File: src/hdl/raw_readout_pkg.sv
// Shared constants and types for the raw-mode calibration readout
package raw_readout_pkg;

  // ****************************************
  // Command/data pairs
  // ****************************************
  localparam logic [7:0] CMD_ENTER_COMMAND_MODE_CMD = 8'h50;
  localparam logic [7:0] DAT_ENTER_COMMAND_MODE_CMD = 8'h90;
  localparam logic [7:0] CMD_MODE = 8'h40;
  localparam logic [7:0] DAT_ENTER_RAW_MODE_CMD = 8'h10;
  localparam logic [7:0] DAT_ENTER_NORMAL_MODE_CMD = 8'h00;
  localparam logic [7:0] CMD_GAIN_B_HI = 8'h80;
  localparam logic [7:0] CMD_GAIN_B_LO = 8'h90;
  localparam logic [7:0] CMD_GAIN_T = 8'hc0;
  localparam logic [7:0] CMD_CUSTOMER_ID_BYTE0 = 8'h28;
  localparam logic [7:0] CMD_CUSTOMER_ID_BYTE1 = 8'h38;
  localparam logic [7:0] CMD_CUSTOMER_ID_BYTE2 = 8'h48;

  // ****************************************
  // Coefficient values and reset values
  // ****************************************
  localparam logic [14:0] GAIN_B_UNITY = 15'h0800;
  localparam logic [7:0] GAIN_T_UNITY = 8'h80;
  localparam logic [14:0] GAIN_B_RESET = 15'h0000;
  localparam logic [7:0] GAIN_T_RESET = 8'h00;
  localparam logic [7:0] CUST_ID_RESET = 8'h00;

  // ****************************************
  // Frame layout and buffering
  // ****************************************
  localparam int BRIDGE_W = 14;
  localparam int TEMP_W = 11;
  localparam int TEMP_SENT_W = 8;
  localparam int FIFO_WIDTH = 8;
  localparam int FIFO_DEPTH = 16;
  localparam logic [1:0] FRAME_LAST = 2'h2;

  typedef enum logic [1:0] {
    MODE_NORMAL = 2'b00,
    MODE_COMMAND = 2'b01,
    MODE_RAW = 2'b11
  } mode_t;

  typedef struct packed {
    logic valid;
    logic [7:0] cmd;
    logic [7:0] dat;
  } cmd_pair_t;

  typedef struct packed {
    logic valid;
    logic [BRIDGE_W-1:0] bridge;
    logic [TEMP_W-1:0] temp;
  } meas_t;

  typedef struct packed {
    logic valid;
    logic [7:0] data;
  } byte_out_t;

endpackage

File: src/hdl/raw_readout.sv
// Command decoder, coefficient store and raw-mode frame output
`timescale 1ns/10ps
module raw_readout (
  input wire logic clk,
  input wire logic srst,
  input wire raw_readout_pkg::cmd_pair_t cmd_in,
  input wire raw_readout_pkg::meas_t meas_in,
  input wire logic corr_valid,
  input wire logic [7:0] corr_data,
  output raw_readout_pkg::byte_out_t byte_out,
  input wire logic byte_ready,
  output raw_readout_pkg::mode_t mode,
  output logic raw_active,
  output logic [23:0] customer_id,
  output logic [14:0] gain_b,
  output logic [7:0] gain_t,
  output logic frame_dropped
);
  import raw_readout_pkg::*;

  // ****************************************
  // State
  // ****************************************
  typedef struct packed {
    mode_t mode;
    logic [7:0] customer_id_byte0;
    logic [7:0] customer_id_byte1;
    logic [7:0] customer_id_byte2;
    logic [14:0] gain_b;
    logic [7:0] gain_t;
    logic [1:0] idx;
    logic busy;
    logic [BRIDGE_W-1:0] bridge;
    logic [TEMP_SENT_W-1:0] temp;
    byte_out_t out;
    logic dropped;
  } state_t;

  state_t s_reg, s_next;
  logic fifo_in_ready;
  logic fifo_out_valid;
  logic [7:0] fifo_out_data;
  logic push_valid;
  logic [7:0] push_data;
  logic raw_stream;
  logic out_take;

  function automatic logic [7:0] frame_byte(input logic [1:0] idx,
                                            input logic [BRIDGE_W-1:0] br,
                                            input logic [TEMP_SENT_W-1:0] tp);
    case (idx)
      2'h0: frame_byte = {2'b00, br[BRIDGE_W-1:8]};
      2'h1: frame_byte = br[7:0];
      default: frame_byte = tp;
    endcase
  endfunction

  // Uncorrected data streams only with both gains at unity
  assign raw_stream = (s_reg.mode == MODE_RAW) && (s_reg.gain_b == GAIN_B_UNITY)
    && (s_reg.gain_t == GAIN_T_UNITY);

  // ****************************************
  // Byte source into the FIFO
  // ****************************************
  always_comb begin
    push_valid = 1'b0;
    push_data = 8'h00;
    if (s_reg.busy) begin
      push_valid = 1'b1;
      push_data = frame_byte(s_reg.idx, s_reg.bridge, s_reg.temp);
    end else if (s_reg.mode != MODE_RAW) begin
      push_valid = corr_valid;
      push_data = corr_data;
    end
  end

  byte_fifo #(
    .WIDTH(FIFO_WIDTH),
    .DEPTH(FIFO_DEPTH)
  ) u_fifo (
    .clk(clk),
    .srst(srst),
    .in_valid(push_valid),
    .in_ready(fifo_in_ready),
    .in_data(push_data),
    .out_valid(fifo_out_valid),
    .out_ready(out_take),
    .out_data(fifo_out_data)
  );

  // Output register drains FIFO when empty or accepted
  assign out_take = !s_reg.out.valid || byte_ready;

  // ****************************************
  // Next state
  // ****************************************
  always_comb begin
    s_next = s_reg;
    s_next.dropped = 1'b0;
    // Configuration changes only via the serial command pairs
    if (cmd_in.valid) begin
      case (s_reg.mode)
        MODE_NORMAL: begin
          if (cmd_in.cmd == CMD_ENTER_COMMAND_MODE_CMD && cmd_in.dat == DAT_ENTER_COMMAND_MODE_CMD) begin
            s_next.mode = MODE_COMMAND;
          end
        end
        default: begin
          if (cmd_in.cmd == CMD_MODE && cmd_in.dat == DAT_ENTER_NORMAL_MODE_CMD) begin
            s_next.mode = MODE_NORMAL;
          end else if (cmd_in.cmd == CMD_MODE && cmd_in.dat == DAT_ENTER_RAW_MODE_CMD &&
                       s_reg.mode == MODE_COMMAND) begin
            s_next.mode = MODE_RAW;
          end else if (cmd_in.cmd == CMD_ENTER_COMMAND_MODE_CMD && cmd_in.dat == DAT_ENTER_COMMAND_MODE_CMD) begin
            s_next.mode = MODE_COMMAND;
          end else begin
            case (cmd_in.cmd)
              CMD_GAIN_B_HI: s_next.gain_b[14:8] = cmd_in.dat[6:0];
              CMD_GAIN_B_LO: s_next.gain_b[7:0] = cmd_in.dat;
              CMD_GAIN_T: s_next.gain_t = cmd_in.dat;
              CMD_CUSTOMER_ID_BYTE0: s_next.customer_id_byte0 = cmd_in.dat;
              CMD_CUSTOMER_ID_BYTE1: s_next.customer_id_byte1 = cmd_in.dat;
              CMD_CUSTOMER_ID_BYTE2: s_next.customer_id_byte2 = cmd_in.dat;
              default: ;
            endcase
          end
        end
      endcase
    end
    // Frame advance: FIFO back-pressure stalls the sequencer
    if (s_reg.busy && fifo_in_ready) begin
      if (s_reg.idx == FRAME_LAST) begin
        s_next.busy = 1'b0;
        s_next.idx = 2'h0;
      end else begin
        s_next.idx = s_reg.idx + 2'h1;
      end
    end
    // A measurement during a frame is dropped, not merged into it
    if (meas_in.valid && raw_stream) begin
      if (!s_reg.busy) begin
        s_next.busy = 1'b1;
        s_next.idx = 2'h0;
        s_next.bridge = meas_in.bridge;
        s_next.temp = meas_in.temp[TEMP_SENT_W-1:0];
      end else begin
        s_next.dropped = 1'b1;
      end
    end
    if (s_reg.mode == MODE_RAW && s_next.mode != MODE_RAW) begin
      s_next.busy = 1'b0;
      s_next.idx = 2'h0;
    end
    if (out_take) begin
      s_next.out.valid = fifo_out_valid;
      s_next.out.data = fifo_out_data;
    end
  end

  always_ff @(posedge clk) begin
    if (srst) begin
      s_reg <= '0;
      s_reg.mode <= MODE_NORMAL;
      s_reg.gain_b <= GAIN_B_RESET;
      s_reg.gain_t <= GAIN_T_RESET;
      s_reg.customer_id_byte0 <= CUST_ID_RESET;
      s_reg.customer_id_byte1 <= CUST_ID_RESET;
      s_reg.customer_id_byte2 <= CUST_ID_RESET;
    end else begin
      s_reg <= s_next;
    end
  end

  assign byte_out = s_reg.out;
  assign mode = s_reg.mode;
  assign raw_active = s_reg.busy;
  assign customer_id = {s_reg.customer_id_byte2, s_reg.customer_id_byte1,
                        s_reg.customer_id_byte0};
  assign gain_b = s_reg.gain_b;
  assign gain_t = s_reg.gain_t;
  assign frame_dropped = s_reg.dropped;

  // ****************************************
  // Checks
  // ****************************************
  raw_entry_a: assert property (@(posedge clk) disable iff (srst)
    (s_reg.mode != MODE_RAW) ##1 (s_reg.mode == MODE_RAW) |->
    $past(s_reg.mode) == MODE_COMMAND)
    else $error("raw mode entered without command mode");
  cmd_entry_a: assert property (@(posedge clk) disable iff (srst)
    (cmd_in.valid && s_reg.mode == MODE_NORMAL && cmd_in.cmd == CMD_ENTER_COMMAND_MODE_CMD &&
     cmd_in.dat == DAT_ENTER_COMMAND_MODE_CMD) |=> s_reg.mode == MODE_COMMAND)
    else $error("command pair ignored");
  normal_exit_a: assert property (@(posedge clk) disable iff (srst)
    (cmd_in.valid && s_reg.mode != MODE_NORMAL && cmd_in.cmd == CMD_MODE &&
     cmd_in.dat == DAT_ENTER_NORMAL_MODE_CMD) |=> s_reg.mode == MODE_NORMAL)
    else $error("normal pair ignored");
  gated_raw_a: assert property (@(posedge clk) disable iff (srst)
    $rose(s_reg.busy) |-> $past(raw_stream))
    else $error("frame started without unity gains");
  frame_order_a: assert property (@(posedge clk) disable iff (srst)
    (s_reg.busy && s_reg.idx == 2'h0 && fifo_in_ready) |=>
    s_reg.idx == 2'h1 || s_reg.mode != MODE_RAW)
    else $error("frame byte order broken");
  high_zero_a: assert property (@(posedge clk) disable iff (srst)
    (s_reg.busy && s_reg.idx == 2'h0) |-> push_data[7:6] == 2'b00)
    else $error("bridge high byte top bits set");
  temp_low_a: assert property (@(posedge clk) disable iff (srst)
    (meas_in.valid && raw_stream && !s_reg.busy) |=>
    s_reg.temp == $past(meas_in.temp[7:0]))
    else $error("temperature byte not low bits");
  id_write_a: assert property (@(posedge clk) disable iff (srst)
    (cmd_in.valid && s_reg.mode == MODE_COMMAND && cmd_in.cmd == CMD_CUSTOMER_ID_BYTE1) |=>
    s_reg.customer_id_byte1 == $past(cmd_in.dat))
    else $error("customer id byte not stored");
  serial_only_a: assert property (@(posedge clk) disable iff (srst)
    !cmd_in.valid |=> $stable(s_reg.gain_b) && $stable(s_reg.customer_id_byte0))
    else $error("configuration changed without command");
  frame_start_a: assert property (@(posedge clk) disable iff (srst)
    (meas_in.valid && raw_stream && !s_reg.busy) |=> s_reg.busy && s_reg.idx == 2'h0)
    else $error("measurement did not start a frame");

  // ****************************************
  // Refusals, holding and coefficient writes
  // ****************************************
  drop_pulse_a: assert property (@(posedge clk) disable iff (srst)
    (meas_in.valid && raw_stream && s_reg.busy) |=> s_reg.dropped)
    else $error("overlapping measurement not flagged");
  frame_end_a: assert property (@(posedge clk) disable iff (srst)
    (s_reg.busy && s_reg.idx == FRAME_LAST && fifo_in_ready) |=> !s_reg.busy)
    else $error("frame did not end after temperature byte");
  raw_exit_a: assert property (@(posedge clk) disable iff (srst)
    (s_reg.mode == MODE_RAW) ##1 (s_reg.mode != MODE_RAW) |-> !s_reg.busy)
    else $error("frame kept running after raw mode ended");
  out_hold_a: assert property (@(posedge clk) disable iff (srst)
    (s_reg.out.valid && !byte_ready) |=> s_reg.out.valid && $stable(s_reg.out.data))
    else $error("output byte changed before it was taken");
  temp_sent_a: assert property (@(posedge clk) disable iff (srst)
    (s_reg.busy && s_reg.idx == FRAME_LAST) |-> push_data == s_reg.temp)
    else $error("third frame byte is not the temperature byte");
  no_corr_raw_a: assert property (@(posedge clk) disable iff (srst)
    (s_reg.mode == MODE_RAW && !s_reg.busy) |-> !push_valid)
    else $error("corrected byte queued in raw mode");
  raw_refuse_a: assert property (@(posedge clk) disable iff (srst)
    (cmd_in.valid && s_reg.mode == MODE_NORMAL && cmd_in.cmd == CMD_MODE &&
     cmd_in.dat == DAT_ENTER_RAW_MODE_CMD) |=> s_reg.mode == MODE_NORMAL)
    else $error("raw mode entered from normal mode");
  cmd_reentry_a: assert property (@(posedge clk) disable iff (srst)
    (cmd_in.valid && s_reg.mode == MODE_RAW && cmd_in.cmd == CMD_ENTER_COMMAND_MODE_CMD &&
     cmd_in.dat == DAT_ENTER_COMMAND_MODE_CMD) |=> s_reg.mode == MODE_COMMAND)
    else $error("command pair ignored in raw mode");
  normal_lock_a: assert property (@(posedge clk) disable iff (srst)
    (cmd_in.valid && s_reg.mode == MODE_NORMAL) |=>
    $stable(s_reg.customer_id_byte2) && $stable(s_reg.gain_t))
    else $error("configuration changed in normal mode");
  id_zero_a: assert property (@(posedge clk) disable iff (srst)
    (cmd_in.valid && s_reg.mode == MODE_COMMAND && cmd_in.cmd == CMD_CUSTOMER_ID_BYTE0) |=>
    s_reg.customer_id_byte0 == $past(cmd_in.dat))
    else $error("customer id byte zero not stored");
  id_two_a: assert property (@(posedge clk) disable iff (srst)
    (cmd_in.valid && s_reg.mode == MODE_COMMAND && cmd_in.cmd == CMD_CUSTOMER_ID_BYTE2) |=>
    s_reg.customer_id_byte2 == $past(cmd_in.dat))
    else $error("customer id byte two not stored");
  gain_high_a: assert property (@(posedge clk) disable iff (srst)
    (cmd_in.valid && s_reg.mode == MODE_COMMAND && cmd_in.cmd == CMD_GAIN_B_HI) |=>
    s_reg.gain_b[14:8] == $past(cmd_in.dat[6:0]))
    else $error("bridge gain upper part not stored");
  gain_low_a: assert property (@(posedge clk) disable iff (srst)
    (cmd_in.valid && s_reg.mode == MODE_COMMAND && cmd_in.cmd == CMD_GAIN_B_LO) |=>
    s_reg.gain_b[7:0] == $past(cmd_in.dat))
    else $error("bridge gain lower part not stored");
  gain_temp_a: assert property (@(posedge clk) disable iff (srst)
    (cmd_in.valid && s_reg.mode == MODE_COMMAND && cmd_in.cmd == CMD_GAIN_T) |=>
    s_reg.gain_t == $past(cmd_in.dat))
    else $error("temperature gain not stored");
  reset_state_a: assert property (@(posedge clk) disable iff (srst)
    $fell(srst) |-> s_reg.mode == MODE_NORMAL && !s_reg.out.valid && !s_reg.busy)
    else $error("state not cleared by reset");
endmodule

File: src/hdl/byte_fifo.sv
// Parameterised valid/ready FIFO in flip-flops
`timescale 1ns/10ps
module byte_fifo #(
  parameter int WIDTH = 8,
  parameter int DEPTH = 16
) (
  input wire logic clk,
  input wire logic srst,
  input wire logic in_valid,
  output logic in_ready,
  input wire logic [WIDTH-1:0] in_data,
  output logic out_valid,
  input wire logic out_ready,
  output logic [WIDTH-1:0] out_data
);
  localparam int AW = $clog2(DEPTH);

  typedef struct packed {
    logic [AW-1:0] wr;
    logic [AW-1:0] rd;
    logic [AW:0] cnt;
  } fifo_state_t;

  fifo_state_t st_reg, st_next;
  logic [WIDTH-1:0] mem_reg [DEPTH];
  logic push, pop;

  assign in_ready = (st_reg.cnt != (AW+1)'(DEPTH));
  assign out_valid = (st_reg.cnt != '0);
  assign out_data = mem_reg[st_reg.rd];
  assign push = in_valid && in_ready;
  assign pop = out_valid && out_ready;

  always_comb begin
    st_next = st_reg;
    if (push) begin
      st_next.wr = st_reg.wr + 1'b1;
    end
    if (pop) begin
      st_next.rd = st_reg.rd + 1'b1;
    end
    st_next.cnt = st_reg.cnt + (AW+1)'(push) - (AW+1)'(pop);
  end

  always_ff @(posedge clk) begin
    if (srst) begin
      st_reg <= '0;
    end else begin
      st_reg <= st_next;
    end
    if (push) begin
      mem_reg[st_reg.wr] <= in_data;
    end
  end
endmodule

File: config.mk
export PLATFORM = sky130hd
export DESIGN_NAME = raw_readout
export DESIGN_NICKNAME = d
export VERILOG_FILES = /design/src/hdl/raw_readout_pkg.sv /design/src/hdl/raw_readout.sv /design/src/hdl/byte_fifo.sv
export SDC_FILE = /design/constraint.sdc
export NUM_CORES = 1
export LEC_CHECK = 0
export BUFFER_PORTS_ARGS = -buffer_cell sky130_fd_sc_hd__buf_2
export CAP_MARGIN = 0
export CORE_UTILIZATION = 52
export CTS_BUF_LIST = sky130_fd_sc_hd__clkbuf_16
export DETAILED_ROUTE_END_ITERATION = 12
export PLACE_DENSITY_LB_ADDON = 0.08
export SETUP_SLACK_MARGIN = 0.05
export SLEW_MARGIN = 10
export SYNTH_ARGS = -nofsm -noshare
export SYNTH_HDL_FRONTEND = slang
export SYNTH_SLANG_ARGS = --single-unit
File: constraint.sdc
create_clock -name clk -period 2.7 [get_ports clk]
set_input_delay 0.27 -clock clk [delete_from_list [all_inputs] [get_ports clk]]
set_output_delay 0.27 -clock clk [all_outputs]
set_load 0.01 [all_outputs]
# After elaboration in Yosys (flattened, before gate mapping)
# Memories as Yosys holds them, arrays and structs flattened. A register that Yosys moved wholly into a read port is not among the register bits.
# Index checks and enable logic that the tools add are counted.
# W data, S select, Z words.
[word_totals]
reg_bits = 89
ramBits = 128
in_bits = 55
out_inout_bits = 60
wordCells = 101
mem_count = 1
[classes]
add_sub_neg = 5
eq_ne = 19
muxes = 28
n_bitwise = 6
reduce_logical = 26
[memory_table]
columns = ["memory", "depth", "width", "rd", "rd_ports_with_merged_regs", "write_ports", "line_no", "text"]
rows = [
  ["u_fifo.mem_reg", 16, 8, 1, 1, 1, "byte_fifo.sv:25", "logic [WIDTH-1:0] mem_reg [DEPTH];"],
]
[ops]
columns = ["cell", "n"]
rows = [
  ["$mux W47", 4],
  ["$mux W8", 7],
  ["$mux W25", 2],
  ["$mux W49", 1],
  ["$eq A8 B8 Y1 const B", 5],
  ["$reduce_and A6 Y1", 6],
  ["$eq A8 B7 Y1 const B", 3],
  ["$eq A8 B6 Y1 const B", 2],
  ["$pmux W8 S2", 1],
  ["$eq A15 B12 Y1 const B", 1],
  ["$logic_and A1 B1 Y1", 11],
  ["$mux W2", 5],
  ["$add A4 B1 Y4 const B", 2],
  ["$eq A8 B5 Y1 const B", 1],
  ["$logic_not A8 Y1", 1],
  ["$mux W7", 1],
  ["$mux W1", 6],
  ["$not A1 Y1", 6],
  ["$add A5 B1 Y5", 1],
  ["$ne A5 B5 Y1 const B", 1],
  ["$reduce_bool A5 Y1", 1],
  ["$sub A5 B1 Y5", 1],
  ["$eq A2 B1 Y1 const B", 2],
  ["$eq A2 B2 Y1 const B", 2],
  ["8 further kinds", 11],
]

# Logic depth before layout (Yosys ltp)
# Gate-level depths: netlist of the first run.
[logic_depth]
ltp_word = 10
mapped_depth = 13
mapped_depth_nobuf = 13

# By module
# A second synthesis of the first run with hierarchy kept.
[hier_totals]
hier_cells = 775
hier_area_um2 = 10027.1
[modules_own_cells]
columns = ["mod", "instances", "cells_each", "area_each_um2", "seq_area_each_um2"]
rows = [
  ["byte_fifo", 1, 308, 5810.6, 4184.0],
  ["raw_readout", 1, 467, 4216.5, 1681.6],
]

# Worst setup path before layout of the first run
# Ideal clock, no wire load.
[synth_path]
kind = "flip-flop to flip-flop"
startpoint = "register u_fifo.st_reg[3] (netlist name)"
endpoint = "register u_fifo.st_reg[4] (netlist name)"
setup_ns = 0.128
t_arrival_ns = 2.418
required_time_ns = 2.572
path_slack_ns = 0.155
path_stages_with_launch = 14
path_buffers = 0
period_less_slack_ns = 2.545
cell_sequence = "dfxtp_1 -> inv_1 -> ha_1 -> nor4b_1 -> nor2_1 -> ha_1 -> inv_1 -> ha_1 -> fa_1 -> a21oi_1 -> nor2_1 -> nor2_1 -> xnor2_1 -> nor2_1"
[synth_via]
word_cells_on_any_way = 6
cone_classes = "add/sub (2); eq/ne (1); reduce/logical (3)"
[synth_lines]
columns = ["item", "line_no", "text"]
rows = [
  ["from (decl)", "byte_fifo.sv:24", "fifo_state_t st_reg, st_next;"],
  ["from (signal assigned)", "byte_fifo.sv:49", "st_reg <= st_next;"],
  ["$reduce_bool A5 Y1", "byte_fifo.sv:29", "assign out_valid = (st_reg.cnt != '0);"],
  ["$logic_and A1 B1 Y1", "byte_fifo.sv:32", "assign pop = out_valid && out_ready;"],
  ["via u_fifo.pop", "byte_fifo.sv:26", "logic push, pop;"],
  ["$sub A5 B1 Y5", "byte_fifo.sv:42", "st_next.cnt = st_reg.cnt + (AW+1)'(push) - (AW+1)'(pop);"],
]
# The timed path passes the listed nets, and every way through them passes these cells.
# A chain may end at the register's enable or synchronous reset.

# Final worst setup path of the first run
# Same ends and word-level chain as after synthesis.

==> results of run 1 <==
-- synthesized netlist by cell type, drive strengths merged, types with 2 or more instances --
| library cell | count |
|---|---|
| inv | 12 |
| nor2 | 116 |
| buf | 77 |
| nand4 | 6 |
| clkbuf | 23 |
| nor2b | 5 |
| dfxtp | 97 |
| edfxtp | 128 |
| or2 | 2 |
| xor2 | 5 |
| a22oi | 16 |
| nand3 | 5 |
| mux2i | 76 |
| nand2b | 3 |
| xnor2 | 5 |
| a21oi | 34 |
| a211oi | 5 |
| and4bb | 2 |
| a21o | 2 |
| nand2 | 23 |
| o21ai | 11 |
| and2 | 2 |
| nor3b | 2 |
| nor4b | 5 |
| nor4 | 6 |
| ha | 11 |
| nor3 | 10 |
| mux4 | 32 |
-- worst max-delay path by stage --
stage,from,to,slack [ns],depth (start not counted)
3_3_place_gp,u_fifo.st_reg[3],u_fifo.st_reg[4],0.16,13
6_report,u_fifo.st_reg[3],u_fifo.st_reg[4],0.29,13
5_1_grt,u_fifo.st_reg[3],u_fifo.st_reg[4],0.07,13
4_1_cts,u_fifo.st_reg[3],u_fifo.st_reg[4],0.16,13
2_1_floorplan,u_fifo.st_reg[3],u_fifo.st_reg[4],0.15,13
3_5_place_dp,u_fifo.st_reg[3],u_fifo.st_reg[4],0.05,13
-- power breakdown --
group	total (mW)	switching [mW]	internal [mW]
sequential	3.87	0.0890	3.78
combinational	1.79	0.954	0.838
clock	3.04	1.27	1.76
-- cell usage in the layout, fill, tap and decap left out, types with 2 or more instances in the layout --
cell,count
xnor2_1,5
xor2_1,5
and2_1,2
buf_4,33
dlygate4sd3_1,12
nand4_1,5
nor4b_4,2
mux2i_1,76
dfxtp_1,96
a21oi_1,33
edfxtp_1,128
nand2b_1,3
nand3_1,5
nor3_1,9
ha_1,9
inv_1,16
nor2b_1,5
and4bb_2,2
a22oi_1,16
clkinv_2,4
nor4b_1,3
o21ai_0,11
a211oi_4,4
nor4_1,6
clkbuf_16,25
ha_2,2
mux4_2,32
a21o_1,2
nor3b_1,2
nor2_1,115
clkinv_1,7
nand2_1,23
buf_2,111
-- routing by layer --
layer | up-vias | wire [um] | track usage
met3 | 35 | 1090 | 0.0367
met1 | 2897 | 9080 | 0.297
met2 | 186 | 9760 | 0.348
li1 | 2779 | - | -
met4 | 0 | 449 | 0.0561
met5 | - | 0 | 0
-- cells by family (layout without fill, tap and decap cells) --
group / count (synthesis) / count (layout) / share of synthesized area
fa+ha+maj: 12 / 12 / 0.0164
simple gates: 192 / 192 / 0.0943
mux: 108 / 108 / 0.154
flops: 225 / 225 / 0.601
buf+inv: 112 / 212 / 0.0692
xor+xnor: 10 / 10 / 0.00910
compound gates: 76 / 76 / 0.0559
-- critical path, stage by stage (launching register included) --
cell and delay, ns:
dfxtp_1 0.32, inv_1 0.08, ha_2 0.18, nor4b_4 0.23
nor2_2 0.07, ha_1 0.28, inv_1 0.05, ha_2 0.19
fa_2 0.37, a21oi_1 0.15, nor2_1 0.06, nor2_1 0.13
xnor2_1 0.13, nor2_1 0.06
-- stage by stage --
stage | instances | hold WS, ns | worst slack, ns | instance area (um2) | util
4_1_cts | 1064 | 0.00137 | 0.161 | 11000 | 0.609
5_1_grt | 1064 | 0.0241 | 0.0711 | 11000 | 0.610
3_3_place_gp | 1009 | 0.467 | 0.158 | 10100 | 0.561
6_report | 1064 | 0.0179 | 0.290 | 11000 | 0.610
3_5_place_dp | 1009 | 0.478 | 0.0471 | 10100 | 0.561
2_1_floorplan | 735 | 0.414 | 0.155 | 9620 | -
-- timing repair --
item                       CTS  global route
pin swaps                    0             1
hold buffers                12             0
cloned                       0             0
setup endpoints to repair    1             1
gates resized for setup      1             5
hold endpoints to repair    12             0
-- final cells by class --
cell class | count | area, um2
fillers | 1425 | 7020
flip-flops and latches | 225 | 5790
multi-input cells | 398 | 3200
repair buffers | 157 | 943
clock buffers | 25 | 626
well taps | 229 | 287
clock inverters | 18 | 113
inverters | 12 | 45.0
==> summary.json, run 1 <==
{
  "worst_setup_path": {
    "cp_data_required_time_ns": 3.07,
    "worst_ep_arrival_time_ns": 2.78,
    "cp-start-kind": "flip-flop",
    "worst_reg_to_reg_cells": 13,
    "worst_r2r_endpoint": "u_fifo.st_reg[4]",
    "crit_path_end_kind": "flip-flop",
    "worst_r2r_startpoint": "u_fifo.st_reg[3]",
    "regToRegSetupSlack_ns": 0.29,
    "critical_path_class": "flip-flop to flip-flop",
    "worst-path-max-fanout": 2
  },
  "status": {
    "status": "completed"
  },
  "logic_synthesis": {
    "synth_area_per_cell_um2": 13.1,
    "ys_async_sr_fraction": 0,
    "post-synth-top-area-fraction": 0.399,
    "synth_cell_types": 52,
    "yosysWarningCount": 0,
    "ys_seq_area_frac": 0.601,
    "postSynth.topFlopCell": "edfxtp_1",
    "ys_top_cells_by_area": "edfxtp_1, dfxtp_1, mux2i_1",
    "yosys.area.top_type": "edfxtp_1",
    "post_synth_instance_area_mm2": 0.00962,
    "number_of_enable_type_register_cells_in_the_synthesized_netlist": 128,
    "synth_seq_cells": 225,
    "synthesis.instances": 735,
    "synth.net_count": 802
  },
  "route": {
    "via_per_inst": 5.54,
    "dr.first_iter.drc_count": 316,
    "detailed_route_wire_length_per_cell_um": 19.2,
    "drt_first_pass_iters": 5,
    "drtAntennaViolNets": 0,
    "remaining_drc_errors": 0,
    "wl_mm": 20.4,
    "num_vias": 5897
  },
  "timing": {
    "finalHoldViolations": 0,
    "worstMarginPinSlew_ns": 0.877,
    "fin_crit_sh": 0.893,
    "timing.final.max_slew_violations": 0,
    "max_slew_headroom": 0.416,
    "rsz_0062_raised_after_global_routing": "false",
    "final-setup-viol-count": 0,
    "sum_of_negative_setup_slack_ns": 0,
    "finClkSkew_ns": 0.0118,
    "period_needed_ns": 2.41,
    "fmax_mhz": 415
  },
  "pwr": {
    "ir_worst_vdd_v": 0.000515,
    "power_leakage_nw": 4.03,
    "cellPowerDensity_mw_per_mm2": 791,
    "finalPower_mw": 8.70
  },
  "floorplan": {
    "fp.dieW_um": 138,
    "floorplan.initialDensity": 0.534,
    "area_inside_the_core_boundary_mm2": 0.0180,
    "design.portCount": 115,
    "fp.dieH_um": 138,
    "row_count": 49,
    "design.die.area_mm2": 0.0191
  },
  "grt": {
    "grt_max_degree": 55,
    "antenna_violations_before_repair": 0,
    "globalRouteTotalUtil": 0.213,
    "grt_pass1_wl_mm": 32.0,
    "grt_pass1_vias": 5897,
    "globalRoute.totalOverflow": 0
  },
  "worst_hold_path": {
    "hold_end": "s_reg[26]",
    "worstHoldPathType": "primary input to flip-flop",
    "worstHoldStart": "meas_in[19]",
    "count_of_cells_along_the_worst_hold_path": 3
  },
  "cells_and_area": {
    "proportion_of_layout_cells_with_a_drive_suffix_above_1": 0.273,
    "antenna-diode-count": 0,
    "syn_to_final_growth_pct": 14.3,
    "max_reg_flops": 128,
    "finish.net_count": 885
  },
  "placement": {
    "dp_hpwl_mm": 13.6,
    "place.gp.congestion": 0.805,
    "numPortBuffers": 111
  },
  "clock_network": {
    "cts_root_buf": "clkbuf_16",
    "post-cts-setup-buffer-count": 0,
    "worst_skew_pair.late_latency_ns": 0.50,
    "cts-root-to-sink-buffers": 3,
    "worst_setup_hold_path_clk_slew_ns": 0.06,
    "tritoncts_clock_tree": "built",
    "htree_num_levels": 1,
    "cts.sinks": 225,
    "cts_made_buffers": 24
  },
  "run": {
    "timing.max_cap.violations": 0
  }
}
(Power assumes the default switching activity.)
==> run 2, diff against run 1 <==
--- a/config.mk
+++ b/config.mk
@@ -7,7 +7,8 @@
 export LEC_CHECK = 0
 export BUFFER_PORTS_ARGS = -buffer_cell sky130_fd_sc_hd__buf_2
 export CAP_MARGIN = 0
-export CORE_UTILIZATION = 52
+export CORE_ASPECT_RATIO = 1.25
+export CORE_UTILIZATION = 40
 export CTS_BUF_LIST = sky130_fd_sc_hd__clkbuf_16
 export DETAILED_ROUTE_END_ITERATION = 12
 export PLACE_DENSITY_LB_ADDON = 0.08
==> run 2 against run 1 <==
Global-route usage decreased by 3.3 points. Worst setup slack lost 0.044 ns. Critical path type unchanged. Sequential power about the same. Cell area rose by 1.5%. Hold slack better by 0.0035 ns. Count of clock-buffer cells in the layout is 1 lower. Die area rose by 30%. Critical path depth unchanged.
==> summary.json, run 2 (same netlist as run 1, synthesis figures left out) <==
{
  "placement": {
    "detailed_place.area_mm2": 0.0102,
    "dp_hpwl_mm": 14.9,
    "dp_worst_setup_slack_ns": -0.0167,
    "place.gp.congestion": 0.782,
    "numPortBuffers": 111
  },
  "pwr": {
    "power.share.switching": 0.270,
    "p_comb_frac": 0.210,
    "power.share.clock": 0.345,
    "power_frac_seq": 0.445,
    "cellPowerDensity_mw_per_mm2": 779,
    "power_switching_mw": 2.35,
    "power_leakage_nw": 4.08,
    "ir_worst_vdd_v": 0.000561,
    "finalPower_mw": 8.70,
    "cellInternalPower_mw": 6.35
  },
  "timing": {
    "worstMarginPinSlew_ns": 0.845,
    "max_slew_headroom": 0.437,
    "rsz_0062_raised_after_global_routing": "false",
    "final-setup-viol-count": 0,
    "fmax_mhz": 407,
    "period_needed_ns": 2.45,
    "timing.hold.ws_ns": 0.0213,
    "fin_crit_sh": 0.909,
    "sum_of_negative_setup_slack_ns": 0,
    "finalHoldViolations": 0,
    "finClkSkew_ns": 0.0156,
    "setup_ws_ns": 0.246,
    "timing.final.max_slew_violations": 0
  },
  "floorplan": {
    "row_count": 63,
    "design.die.area_mm2": 0.0247,
    "fp.dieW_um": 141,
    "fp.dieH_um": 175,
    "floorplan.initialDensity": 0.407,
    "area_inside_the_core_boundary_mm2": 0.0236,
    "design.portCount": 115
  },
  "clock_network": {
    "cts.sinks": 225,
    "tritoncts_clock_tree": "built",
    "htree_num_levels": 1,
    "cts_made_buffers": 24,
    "cts-root-to-sink-buffers": 3,
    "worst_setup_hold_path_clk_slew_ns": 0.06,
    "cts_root_buf": "clkbuf_16",
    "worst_skew_pair.late_latency_ns": 0.52,
    "post-cts-setup-buffer-count": 0
  },
  "cells_and_area": {
    "antenna-diode-count": 0,
    "most_frequent_standard_cell_in_the_layout_excluding_fill_and_tap_cells": "edfxtp_1",
    "syn_to_final_growth_pct": 16.1,
    "finish.net_count": 896,
    "post-route-cell-area_mm2": 0.0112,
    "max_reg_flops": 128,
    "proportion_of_layout_cells_with_a_drive_suffix_above_1": 0.270,
    "mostFrequentLayoutCells": "edfxtp_1, nor2_1, buf_2",
    "fillerInstances": 2131
  },
  "route": {
    "remaining_drc_errors": 0,
    "drtAntennaViolNets": 0,
    "dr.first_iter.drc_count": 327,
    "drt_first_pass_iters": 4,
    "wl_mm": 22.0,
    "detailed_route_wire_length_per_cell_um": 19.3,
    "via_per_inst": 5.14,
    "num_vias": 5853
  },
  "worst_setup_path": {
    "crit_path_end_kind": "flip-flop",
    "cp-start-kind": "flip-flop",
    "path_cells": "inv_1 > ha_1 > nor4b_4 > nor2_2 > ha_1 > inv_1 > ha_1 > fa_2 > a21oi_1 > nor2_1 > nor2_1 > xnor2_1 > nor2_1",
    "critical_path_class": "flip-flop to flip-flop",
    "cp_data_required_time_ns": 3.09,
    "worst_ep_arrival_time_ns": 2.85,
    "worst-path-max-fanout": 2,
    "worst_path_max_delay_cell": "fa_2",
    "critPathBufInv": 2,
    "crit_family": "adder cells",
    "timing.critical_path.slowest_cell_delay_ns": 0.38
  },
  "run": {
    "timing.max_cap.violations": 0
  },
  "grt": {
    "globalRoute.totalOverflow": 0,
    "globalRouteTotalUtil": 0.180,
    "antenna_violations_before_repair": 0,
    "grt_pass1_vias": 5925,
    "grt_max_degree": 52,
    "grt_pass1_wl_mm": 33.8
  },
  "worst_hold_path": {
    "worstHoldPathType": "primary input to flip-flop"
  },
  "status": {
    "status": "completed"
  }
}
==> run 2: cell count changes in the layout (fill, tap and decap cells not counted), sizes merged <==
cell         before  now
buf             145  149
inv              16   20
clkinv           12    9
dlygate4sd3      12   19
clkinvlp          1    2
clkbuf           25   24
==> run 2: worst paths after layout <==
kind,end,depth (start not counted),slack (ns),start
worst min-delay path,s_reg[10],3,0.02,meas_in[0]
worst min register to register,byte_out[8],2,0.48,byte_out[8]
worst max register to register,u_fifo.st_reg[4],13,0.25,u_fifo.st_reg[2]
worst max-delay path,u_fifo.st_reg[4],13,0.25,u_fifo.st_reg[2]
==> run 2: final cells by class <==
type,count,area [um2],share of cell area
multi-input cells,398,3200,0.286
flip-flops and latches,225,5790,0.518
repair buffers,168,1060,0.0945
clock buffers,24,601,0.0538
well taps,292,365,0.0327
inverters,12,45.0,0.00403
clock inverters,20,120,0.0108
==> run 2: stage by stage <==
stage	instances	util
after floorplan	735	-
after global placement	1076	0.433
after detailed placement	1076	0.433
after CTS	1139	0.472
after global routing	1139	0.472
final	1139	0.472
==> run 2: what timing repair did <==
item                                    in CTS  in global routing
hold buffers                                19                  0
resized for setup                            1                  3
hold endpoints to repair                    19                  0
pin swaps                                    0                  1
endpoints found under the setup margin       1                  1
==> run 2: routing by layer <==
layer / track usage / wire, um / share of wire / vias up
met2: 0.328 / 11500 / 0.52 / 116
met5: 0 / 0 / 0 / -
met3: 0.0281 / 811 / 0.037 / 22
met4: 0.0417 / 338 / 0.015 / 0
met1: 0.222 / 9370 / 0.43 / 2916
li1: - / - / - / 2799
==> run 2: worst min-delay path: stages <==
cell	delay, ns
buf_2	0.07
mux2i_1	0.06
nor2_1	0.10
==> run 2: power by group through the flow <==
stage / Sequential, mW / Clock [mW] / Combinational, mW
5_1_grt: 3.89 / 3.22 / 2.02
3_5_place_dp: 3.94 / 0 / 1.84
6_report: 3.87 / 3.00 / 1.83
2_1_floorplan: 3.91 / 0 / 1.28
4_1_cts: 3.87 / 3.09 / 1.87
3_3_place_gp: 3.93 / 0 / 1.81
